==> src/erase_pkg.sv <==
// Shared constants and types for the debug erase and core hold block
package erase_pkg;
  localparam logic [7:0]  CTRL_OFS     = 8'h00;
  localparam logic [7:0]  CMD_OFS      = 8'h04;
  localparam logic [7:0]  STATUS_OFS   = 8'h08;
  localparam logic [7:0]  SYSCTRL_OFS  = 8'h0c;
  localparam logic [7:0]  IRQ_STAT_OFS = 8'h10;
  localparam logic [7:0]  IRQ_MASK_OFS = 8'h14;
  localparam int          CTRL_CE_BIT  = 0;
  localparam int          SYS_HOLD_CLR_BIT = 0;
  localparam int          ST_DONE_BIT  = 0;
  localparam int          ST_HOLD_BIT  = 1;
  localparam int          ST_BUSY_BIT  = 2;
  localparam int          ST_PROT_BIT  = 3;
  localparam int          ST_TPEN_BIT  = 4;
  localparam int          ST_PEND_BIT  = 5;
  localparam int          IRQ_W        = 2;
  localparam int          EV_DONE_BIT  = 0;
  localparam int          EV_TPEN_BIT  = 1;
  localparam logic [7:0]  ERASE_CMD    = 8'h5a;
  localparam logic [IRQ_W-1:0] IRQ_MASK_RST = 2'h0;
  localparam logic [1:0]  PIN_SYNC_RST = 2'h2;
  typedef enum logic [2:0] {
    SEQ_IDLE  = 3'b000,
    SEQ_VOL   = 3'b001,
    SEQ_FLASH = 3'b010,
    SEQ_PROT  = 3'b011
  } seq_state_t;
endpackage

==> src/erase_if.sv <==
// Control link between register logic and the erase sequencer
interface erase_if;
  logic start;
  logic busy;
  logic done;
  logic prot_clear;
  modport seq (input start, output busy, output done, output prot_clear);
  modport ctl (output start, input busy, input done, input prot_clear);
endinterface

==> src/debug_chip_erase_core_hold.sv <==
// Debug access logic: core hold at reset release, chip erase, test port enable
module debug_chip_erase_core_hold (
  input  wire logic        clk,
  input  wire logic        reset,
  input  wire logic        ext_reset_n_pin,
  input  wire logic        test_clk_pin,
  input  wire logic [7:0]  reg_addr,
  input  wire logic [31:0] reg_wdata,
  input  wire logic        reg_wr,
  input  wire logic        reg_rd,
  output logic      [31:0] reg_rdata,
  input  wire logic        protect_set_cmd,
  input  wire logic        volatile_clear_ack,
  input  wire logic        flash_clear_ack,
  output logic             volatile_clear_req,
  output logic             flash_clear_req,
  output logic             flash_keep_user_page,
  output logic             core_reset,
  output logic             system_reset,
  output logic             debug_port_reset,
  output logic             slow_clock_select,
  output logic             test_port_enable,
  output logic             protected_state,
  output logic             irq
);

  ////////////////////////////////////////////////////////////////////////////
  // Pin synchronisers and edge detect

  logic [1:0] pin_s;
  logic       ext_held;
  logic       tck_s;
  logic       ext_held_q;
  logic       tck_q;
  logic       ext_release;
  logic       ext_assert;
  logic       tck_fall;

  pin_sync #(
    .WIDTH (2),
    .RST   (erase_pkg::PIN_SYNC_RST)
  ) u_pin_sync (
    .clk    (clk),
    .reset  (reset),
    .pin_in ({test_clk_pin, ext_reset_n_pin}),
    .pin_s  (pin_s)
  );

  assign ext_held = ~pin_s[0];
  assign tck_s    = pin_s[1];

  always_ff @(posedge clk) begin
    if (reset) begin
      ext_held_q <= 1'b1;
      tck_q      <= 1'b1;
    end else begin
      ext_held_q <= ext_held;
      tck_q      <= tck_s;
    end
  end

  assign ext_release = ext_held_q & ~ext_held;
  assign ext_assert  = ~ext_held_q & ext_held;
  assign tck_fall    = tck_q & ~tck_s;

  ////////////////////////////////////////////////////////////////////////////
  // Register decode

  logic wr_ctrl;
  logic wr_cmd;
  logic wr_sys;
  logic wr_mask;
  logic rd_irq;
  logic erase_go;

  function automatic logic hit(input logic [7:0] a, input logic [7:0] ofs);
    hit = (a == ofs);
  endfunction

  assign wr_ctrl = reg_wr & hit(reg_addr, erase_pkg::CTRL_OFS);
  assign wr_cmd  = reg_wr & hit(reg_addr, erase_pkg::CMD_OFS);
  assign wr_sys  = reg_wr & hit(reg_addr, erase_pkg::SYSCTRL_OFS);
  assign wr_mask = reg_wr & hit(reg_addr, erase_pkg::IRQ_MASK_OFS);
  assign rd_irq  = reg_rd & hit(reg_addr, erase_pkg::IRQ_STAT_OFS);

  ////////////////////////////////////////////////////////////////////////////
  // Erase sequencer

  erase_if eif ();

  // A second start while busy is dropped; the running erase owns memories
  assign erase_go = ~eif.busy &
                    ((wr_ctrl & reg_wdata[erase_pkg::CTRL_CE_BIT]) |
                     (wr_cmd & (reg_wdata[7:0] == erase_pkg::ERASE_CMD)));
  assign eif.start = erase_go;

  erase_seq u_erase_seq (
    .clk                (clk),
    .reset              (reset),
    .ctl                (eif.seq),
    .volatile_clear_ack (volatile_clear_ack),
    .flash_clear_ack    (flash_clear_ack),
    .volatile_clear_req (volatile_clear_req),
    .flash_clear_req    (flash_clear_req)
  );

  // Erase never reaches the user page
  assign flash_keep_user_page = 1'b1;

  ////////////////////////////////////////////////////////////////////////////
  // Core hold, resets and clock select

  logic core_hold_q;
  logic slow_sel_q;

  always_ff @(posedge clk) begin
    if (reset) begin
      core_hold_q <= 1'b0;
    end else if (ext_release) begin
      core_hold_q <= ~tck_s;
    end else if (wr_sys & reg_wdata[erase_pkg::SYS_HOLD_CLR_BIT]) begin
      core_hold_q <= 1'b0;
    end
  end

  // Power manager is running once this logic is out of its own reset
  always_ff @(posedge clk) begin
    if (reset) begin
      slow_sel_q <= 1'b0;
    end else begin
      slow_sel_q <= 1'b1;
    end
  end

  assign slow_clock_select = slow_sel_q;
  assign system_reset      = ext_held;
  assign core_reset        = ext_held | core_hold_q;
  // Debug side sees only its own reset, never the pin
  assign debug_port_reset  = reset;

  ////////////////////////////////////////////////////////////////////////////
  // Test port enable

  logic tp_en_q;

  always_ff @(posedge clk) begin
    if (reset) begin
      tp_en_q <= 1'b0;
    end else if (ext_held) begin
      tp_en_q <= 1'b0;
    end else if (ext_release & tck_s) begin
      tp_en_q <= 1'b0;
    end else if (tck_fall) begin
      tp_en_q <= 1'b1;
    end
  end

  assign test_port_enable = tp_en_q;

  ////////////////////////////////////////////////////////////////////////////
  // Protected state

  logic prot_q;
  logic prot_pend_q;

  // New protection waits for a chip reset; erase clears both
  always_ff @(posedge clk) begin
    if (reset) begin
      prot_q      <= 1'b0;
      prot_pend_q <= 1'b0;
    end else if (eif.prot_clear) begin
      prot_q      <= 1'b0;
      prot_pend_q <= 1'b0;
    end else if (ext_release) begin
      prot_q      <= prot_q | prot_pend_q;
      prot_pend_q <= 1'b0;
    end else if (protect_set_cmd) begin
      prot_pend_q <= 1'b1;
    end
  end

  assign protected_state = prot_q;

  ////////////////////////////////////////////////////////////////////////////
  // Interrupts

  logic [erase_pkg::IRQ_W-1:0] ev;
  logic [erase_pkg::IRQ_W-1:0] irq_stat_q;
  logic [erase_pkg::IRQ_W-1:0] irq_mask_q;
  logic                        done_q;

  always_ff @(posedge clk) begin
    if (reset) begin
      done_q <= 1'b0;
    end else begin
      done_q <= eif.done;
    end
  end

  assign ev[erase_pkg::EV_DONE_BIT] = eif.done & ~done_q;
  assign ev[erase_pkg::EV_TPEN_BIT] = ~ext_held & ~(ext_release & tck_s) & tck_fall & ~tp_en_q;

  // Set wins over the clear of a read in the same cycle
  always_ff @(posedge clk) begin
    if (reset) begin
      irq_stat_q <= '0;
    end else if (rd_irq) begin
      irq_stat_q <= ev;
    end else begin
      irq_stat_q <= irq_stat_q | ev;
    end
  end

  always_ff @(posedge clk) begin
    if (reset) begin
      irq_mask_q <= erase_pkg::IRQ_MASK_RST;
    end else if (wr_mask) begin
      irq_mask_q <= reg_wdata[erase_pkg::IRQ_W-1:0];
    end
  end

  assign irq = |(irq_stat_q & irq_mask_q);

  ////////////////////////////////////////////////////////////////////////////
  // Read data

  logic [31:0] status;

  always_comb begin
    status                         = '0;
    status[erase_pkg::ST_DONE_BIT] = eif.done;
    status[erase_pkg::ST_HOLD_BIT] = core_hold_q;
    status[erase_pkg::ST_BUSY_BIT] = eif.busy;
    status[erase_pkg::ST_PROT_BIT] = prot_q;
    status[erase_pkg::ST_TPEN_BIT] = tp_en_q;
    status[erase_pkg::ST_PEND_BIT] = prot_pend_q;
  end

  // Unmapped and write-only words read zero
  always_ff @(posedge clk) begin
    if (reset) begin
      reg_rdata <= '0;
    end else if (reg_rd) begin
      unique case (reg_addr)
        erase_pkg::STATUS_OFS:   reg_rdata <= status;
        erase_pkg::SYSCTRL_OFS:  reg_rdata <= {31'h0, core_hold_q};
        erase_pkg::IRQ_STAT_OFS: reg_rdata <= {30'h0, irq_stat_q};
        erase_pkg::IRQ_MASK_OFS: reg_rdata <= {30'h0, irq_mask_q};
        default:                 reg_rdata <= '0;
      endcase
    end else begin
      reg_rdata <= '0;
    end
  end
endmodule

==> src/pin_sync.sv <==
// Two-stage synchroniser for asynchronous pin inputs
module pin_sync #(
  parameter int              WIDTH = 2,
  parameter logic [WIDTH-1:0] RST  = '0
) (
  input  wire logic             clk,
  input  wire logic             reset,
  input  wire logic [WIDTH-1:0] pin_in,
  output logic      [WIDTH-1:0] pin_s
);
  logic [WIDTH-1:0] meta_q;

  // First stage feeds only the second stage
  always_ff @(posedge clk) begin
    if (reset) begin
      meta_q <= RST;
      pin_s  <= RST;
    end else begin
      meta_q <= pin_in;
      pin_s  <= meta_q;
    end
  end
endmodule

==> src/erase_seq.sv <==
// Chip erase sequencer: volatile memories, flash array, protected state
module erase_seq (
  input  wire logic clk,
  input  wire logic reset,
  erase_if.seq      ctl,
  input  wire logic volatile_clear_ack,
  input  wire logic flash_clear_ack,
  output logic      volatile_clear_req,
  output logic      flash_clear_req
);
  erase_pkg::seq_state_t state_q;

  always_ff @(posedge clk) begin
    if (reset) begin
      state_q <= erase_pkg::SEQ_IDLE;
    end else begin
      unique case (state_q)
        erase_pkg::SEQ_IDLE: begin
          if (ctl.start) begin
            state_q <= erase_pkg::SEQ_VOL;
          end
        end
        erase_pkg::SEQ_VOL: begin
          if (volatile_clear_ack) begin
            state_q <= erase_pkg::SEQ_FLASH;
          end
        end
        erase_pkg::SEQ_FLASH: begin
          if (flash_clear_ack) begin
            state_q <= erase_pkg::SEQ_PROT;
          end
        end
        erase_pkg::SEQ_PROT: begin
          state_q <= erase_pkg::SEQ_IDLE;
        end
        default: begin
          state_q <= erase_pkg::SEQ_IDLE;
        end
      endcase
    end
  end

  // Done drops at start and rises only once the last step is over
  always_ff @(posedge clk) begin
    if (reset) begin
      ctl.done <= 1'b0;
    end else if (state_q == erase_pkg::SEQ_IDLE && ctl.start) begin
      ctl.done <= 1'b0;
    end else if (state_q == erase_pkg::SEQ_PROT) begin
      ctl.done <= 1'b1;
    end
  end

  assign volatile_clear_req = (state_q == erase_pkg::SEQ_VOL);
  assign flash_clear_req    = (state_q == erase_pkg::SEQ_FLASH);
  assign ctl.prot_clear     = (state_q == erase_pkg::SEQ_PROT);
  assign ctl.busy           = (state_q != erase_pkg::SEQ_IDLE);
endmodule

==> config.mk <==
export PLATFORM = sky130hd
export DESIGN_NAME = debug_chip_erase_core_hold
export DESIGN_NICKNAME = d
export VERILOG_FILES = /design/src/erase_pkg.sv /design/src/erase_if.sv /design/src/debug_chip_erase_core_hold.sv /design/src/pin_sync.sv /design/src/erase_seq.sv
export SDC_FILE = /design/constraint.sdc
export NUM_CORES = 1
export LEC_CHECK = 0
export BUFFER_PORTS_ARGS = -buffer_cell sky130_fd_sc_hd__buf_2
export CAP_MARGIN = 20
export CORE_MARGIN = 1
export CORE_UTILIZATION = 41
export CTS_BUF_LIST = sky130_fd_sc_hd__clkbuf_16
export DETAILED_ROUTE_END_ITERATION = 8
export GPL_TIMING_DRIVEN = 0
export PLACE_DENSITY = 0.78
export SYNTH_ARGS = -nofsm -noshare
export SYNTH_HDL_FRONTEND = slang
export SYNTH_SLANG_ARGS = --single-unit
==> constraint.sdc <==
create_clock -name clk -period 1.7 [get_ports clk]
set_clock_uncertainty 0.15 [all_clocks]
set_input_delay 0.085 -clock clk [delete_from_list [all_inputs] [get_ports clk]]
set_output_delay 0.085 -clock clk [all_outputs]
set_load 0.005 [all_outputs]
Yosys cells after proc, flatten, opt, wreduce, memory -nomap -nowiden:

Index checks and enable logic that the tools add are counted.

* input bits: 49
* flip-flop bits (word level): 52
* word-level logic and storage cells: 76
* output and inout bits: 42

* bitwise operators: 28
* equal/unequal tests: 12
* reduce and logical (&&, ||, !) cells: 12
* muxes and demuxes: 9

Operator list (count)
* one-hot mux 6 bit (4 select lines): 1
* bitwise AND 1 bit: 16
* equality test 8 x 4 -> 1 bit, second input constant: 2
* equality test 8 x 5 -> 1 bit, second input constant: 2
* 2-to-1 mux 3 bit: 3
* one-hot mux 3 bit (3 select lines): 1
* equality test 8 x 3 -> 1 bit, second input constant: 1
* equality test 8 x 7 -> 1 bit, second input constant: 1
* zero test 8 bit: 1
* OR reduction 2 bit: 4
* inverter 1 bit: 7
* equality test 3 x 2 -> 1 bit, second input constant: 2
* OR reduction 3 bit: 2
* != test 2 bit, second input constant: 2
* equality test 3 x 1 -> 1 bit, second input constant: 1
* zero test 3 bit: 1
* 2-to-1 mux 1 bit: 3
* OR 1 bit: 3
* AND reduction 3 bit: 1
* nonzero test 3 bit: 1
* bitwise AND 2 bit: 1
* 2-to-1 mux 2 bit: 1
* != test 2 x 1 -> 1 bit, second input constant: 1
* OR 2 bit: 1
* other kinds (2): 2

Longest topological paths before layout:

* depth in word-level cells: 8
* gate-level depth with buffers: 6
* depth with buffers taken out: 6

Hierarchy:

From an unflattened synthesis, not the netlist that was laid out.

* cells, all modules: 148
* area total of the unflattened synthesis: 1370.1 µm²

By module, submodules not included
* debug_chip_erase_core_hold: instances 1, cells each 116, area each 1052.3 µm², sequential area each 360.3 µm²
* erase_seq: instances 1, cells each 24, area each 212.7 µm², sequential area each 60.1 µm²
* pin_sync: instances 1, cells each 8, area each 105.1 µm², sequential area each 80.1 µm²

Worst setup path after synthesis:

No wires, ideal clock.

* path type: reg2reg
* start: register u_erase_seq.state_q[0]
* end: register u_erase_seq.state_q[0]
* stages on the path, launching flop included: 7
* clock period less this slack: 1.384 ns
* data required time: 1.478 ns
* setup time: 0.072 ns
* slack: 0.316 ns
* arrival time: 1.163 ns
* buffers on the path: 0
* path through: dfxtp_1 > inv_1 > ha_1 > nand2b_1 > o221ai_1 > a21oi_2 > mux2i_1

* elaborated cells between the ends (all ways): 11
* those cells by class: eq/ne: 5; mux: 1; bitwise: 2; reduce/logical: 3

RTL lines
* start, declared: RTL line erase_seq.sv:11 `erase_pkg::seq_state_t state_q;`
* start signal, assigned: RTL line erase_seq.sv:15 `state_q <= erase_pkg::SEQ_IDLE;`
* start signal, assigned: RTL line erase_seq.sv:20 `state_q <= erase_pkg::SEQ_VOL;`
* start signal, assigned: RTL line erase_seq.sv:25 `state_q <= erase_pkg::SEQ_FLASH;`
* equality test 3 x 2 -> 1 bit *
* named net flash_clear_req: RTL line debug_chip_erase_core_hold.sv:16 `output logic flash_clear_req,`
* != test 2 bit (no source line)
* AND reduction 3 bit (no source line)

Mark *: on every way through the listed nets, which the timed path passes. The rest lies on a longest branch.
A chain may end at the register's enable or synchronous reset.

Worst setup path after layout:

* start: register u_erase_seq.state_q[0]
* end: register u_erase_seq.state_q[0]

* longest elaborated chain between the ends: 5
* elaborated cells between the ends (all ways): 11
* those cells by class: eq/ne: 5; mux: 1; bitwise: 2; reduce/logical: 3

Ends and longest elaborated chain
* nonzero test 3 bit: RTL line erase_seq.sv:57 `assign ctl.busy = (state_q != erase_pkg::SEQ_IDLE);`
* inverter 1 bit: RTL line debug_chip_erase_core_hold.sv:92 `assign erase_go = ~eif.busy &`
* bitwise AND 1 bit: RTL line debug_chip_erase_core_hold.sv:92
* != test 2 x 1 -> 1 bit (no source line)
* AND reduction 3 bit (no source line)

Parallel ways exist; a longest one is shown, timed or not.

==> impl_metrics.py <==
metrics = {
    "pwr": {
        "peak_vdd_ir_mv": 0.3905,
        "power.density_cell_area_nw_per_um2": 707.2,
        "power_uw": 1295,
        "p_leak_uw": 0.0008994,
    },
    "clock_network": {
        "root_buf_cell": "sky130_fd_sc_hd__clkbuf_16",
        "tritoncts": "built",
        "worstSkewPairLatency_ns": 0.26,
        "cts_buffer_depth": 2,
        "cts_resized": 0,
        "clkTransAtPathRegs_ns": 0.06,
        "numClockSinks": 25,
        "cts_inserted_buffers": 3,
        "htree_levels": 1,
    },
    "routing": {
        "totalWireLength_mm": 2.578,
        "drt_pre_antenna_iters": 4,
        "num_vias": 1124,
        "vias_per_cell": 4.226,
        "postRouteAntennaNets": 0,
        "dr.first_iter.drc_count": 21,
        "post-route-drc-count": 0,
        "avgRoutedWirePerCell_um": 9.692,
    },
    "timing": {
        "finalSetupTns_ns": 0,
        "min_period_over_period_pct": 91.31,
        "max_slew_margin_pct": 67.06,
        "setup_viol_count_final": 0,
        "timing.final.hold_violations": 0,
        "holdWs_ns": 0.01412,
        "period_minus_slack_ns": 1.552,
        "max_clock_freq_mhz": 644.2,
        "grt_setup_unrepaired": "false",
        "final_critical_path_setup_slack_ns": 0.1478,
        "final-max-slew-violation-count": 0,
        "tightestPinTransition_ns": 0.4872,
    },
    "synthesis": {
        "number_of_flops_mapped_to_enable_cells_by_yosys": 0,
        "synth.most_common_cell": "sky130_fd_sc_hd__buf_4",
        "post_syn_area_per_cell_um2": 9.041,
        "syn_inst": 146,
        "synthTopCellsByCount": "sky130_fd_sc_hd__buf_4 (29), sky130_fd_sc_hd__dfxtp_1 (25), sky130_fd_sc_hd__nand2_1 (9), sky130_fd_sc_hd__nor2_1 (9), sky130_fd_sc_hd__inv_1 (8)",
        "netlist-cell-type-count": 38,
        "yosys_warnings": 0,
        "post_synth_instance_area_um2": 1320,
        "post_synth_main_area_contributors": "sky130_fd_sc_hd__dfxtp_1 (38%), sky130_fd_sc_hd__buf_4 (16%), sky130_fd_sc_hd__ha_1 (3.8%), sky130_fd_sc_hd__mux2i_1 (3.8%), sky130_fd_sc_hd__nor2b_1 (2.8%)",
        "synth_flop_cell": "sky130_fd_sc_hd__dfxtp_1",
        "synth.ff_latch_count": 25,
        "synthDominantAreaCellType": "sky130_fd_sc_hd__dfxtp_1",
        "async_reset_ff_share_pct": 0,
        "seq_area_frac_synth_pct": 37.91,
        "synth_top_area_share_pct": 37.91,
    },
    "floorplan": {
        "chipHeight_um": 58.74,
        "initial_utilization_pct": 43.24,
        "floorplan.rows": 20,
        "die_width_um": 58.74,
        "die-area_um2": 3450,
        "io_pins": 91,
        "core_area_um2": 3053,
    },
    "setup_path": {
        "slowest_cell_on_crit_path": "sky130_fd_sc_hd__dfxtp_1",
        "ordered_list_of_cells_on_the_worst_path": "inv_1, ha_1, inv_1, o221ai_1, a21oi_2, mux2i_1",
        "cp_slowest_stage_delay_ns": 0.40,
        "worst_path_most_repeated_cell": "sky130_fd_sc_hd__inv_1",
        "setup.worst_path.start_class": "flop",
        "cp_num_buf_inv": 2,
        "path_class": "reg -> reg",
        "kind_of_cell_with_the_highest_combined_delay_on_the_critical_path": "flip-flops",
        "data_arrival_at_the_endpoint_of_the_critical_path_ns": 1.60,
        "setup.reg_to_reg.worst_slack_ns": 0.15,
        "cp.required_ns": 1.74,
        "worst-path-max-fanout": 4,
        "timing.critical_path.to_type": "flop",
    },
    "grt": {
        "grt_antenna_before_repair": 0,
        "grt_first_pass_wirelength_mm": 4.126,
        "grt_remaining_overflow": 0,
        "globalRouteTotalUtil_pct": 15.98,
        "maximum_number_of_pins_on_one_net_before_global_route_repair": 16,
        "first_global_vias": 995,
    },
    "final_layout": {
        "layout.filler_cells": 286,
        "insertedDiodeCount": 0,
        "final_design_utilization_pct": 60.00,
        "layout-drive-gt1-share_pct": 37.39,
        "fin_nets": 276,
        "area_delta_synth_final_pct": 38.77,
    },
    "min_path": {
        "holdCritPathClass": "in -> reg",
    },
    "placement": {
        "numPortBuffers": 38,
        "dp_hpwl_mm": 1.933,
        "detailedPlace.worstSlack_ns": 0.1537,
        "routabilityCongestion": 0.8164,
    },
    "outcome": {
        "status": "completed",
    },
    "run": {
        "drv.max_cap_violation_count": 0,
    },
}
==> layout by cell type, fill, tap and decap left out, drive strengths merged, types with 4 or more instances in the layout <==
master        n
and2          4
mux2i         5
inv           8
conb         27
nor2b         6
nor2          9
nand2         9
dfxtp        25
nor3          5
a21oi         5
buf          67
dlygate4sd3   9
clkbuf        4
or2           4
ha            4
==> repair_timing <==
action                    CTS  global route
hold endpoints to repair    7             0
setup buffers               0             0
hold buffers                9             0
==> cells by family after synthesis <==
group           count (synthesis)  share of synthesized area (%)
simple gates                   54                          24.17
xor+xnor                        1                         0.6636
fa+ha+maj                       4                          3.792
other cells                     2                         0.5689
compound gates                 15                          8.342
buf+inv                        38                          19.05
mux                             7                          5.498
flops                          25                          37.91
==> report_power, final <==
group          leakage [µW]  total (µW)  switching, µW  internal (µW)
Sequential         0.000203         602           6.24            596
Clock             0.0000371         528            209            319
Combinational      0.000659         165           68.1           97.3
Total              0.000899        1300            283           1010
==> area by class of cell <==
type,instances,area [µm²],area share [%]
Multi-Input combinational cell,108,661.9,36.13
Sequential cell,25,500.5,27.32
Timing Repair Buffer,47,280.3,15.30
Buffer,30,221.5,12.09
Clock buffer,3,75.07,4.098
Tap cell,44,55.05,3.005
Inverter,8,30.03,1.639
Clock inverter,1,7.507,0.4098
==> flip-flops by register name, summed over array words and instances (netlist names), 2 cells and up <==
| register | cells |
|---|---|
| u_pin_sync.meta_q | 2 |
| reg_rdata | 6 |
| irq_stat_q | 2 |
| u_erase_seq.state_q | 2 |
| u_pin_sync.pin_s | 2 |
| irq_mask_q | 2 |
==> per-stage QoR <==
| step | instance area, µm² | cells |
|---|---|---|
| 2_1_floorplan | 1414 | 171 |
| 3_3_place_gp | 1659 | 253 |
| 3_5_place_dp | 1659 | 253 |
| 4_1_cts | 1832 | 266 |
| 5_1_grt | 1832 | 266 |
| 6_report | 1832 | 266 |
==> path summary, 6_finish.rpt <==
| check | start | cells past startpoint | end |
|---|---|---|---|
| max reg2reg | u_erase_seq.state_q[0] | 6 | u_erase_seq.state_q[0] |
| max | u_erase_seq.state_q[0] | 6 | u_erase_seq.state_q[0] |
| min reg2reg | u_pin_sync.meta_q[1] | 1 | u_pin_sync.pin_s[1] |
| min | reg_addr[6] | 4 | reg_rdata[2] |
==> worst min-delay path: stages <==
cell and delay, ns:
sky130_fd_sc_hd__buf_2 0.11, sky130_fd_sc_hd__nor4_4 0.05, sky130_fd_sc_hd__nand2_1 0.08, sky130_fd_sc_hd__nor4_1 0.05
==> per-layer routing <==
| metal | vias up | global-route usage (%) | share of wire, % |
|---|---|---|---|
| li1 | 589 | - | - |
| met1 | 486 | 17.37 | 42 |
| met2 | 41 | 29.22 | 50 |
| met3 | 8 | 3.297 | 5.9 |
| met4 | 0 | 7.823 | 2.3 |
| met5 | - | 0 | 0 |
Power figures use the tool's default switching activity.
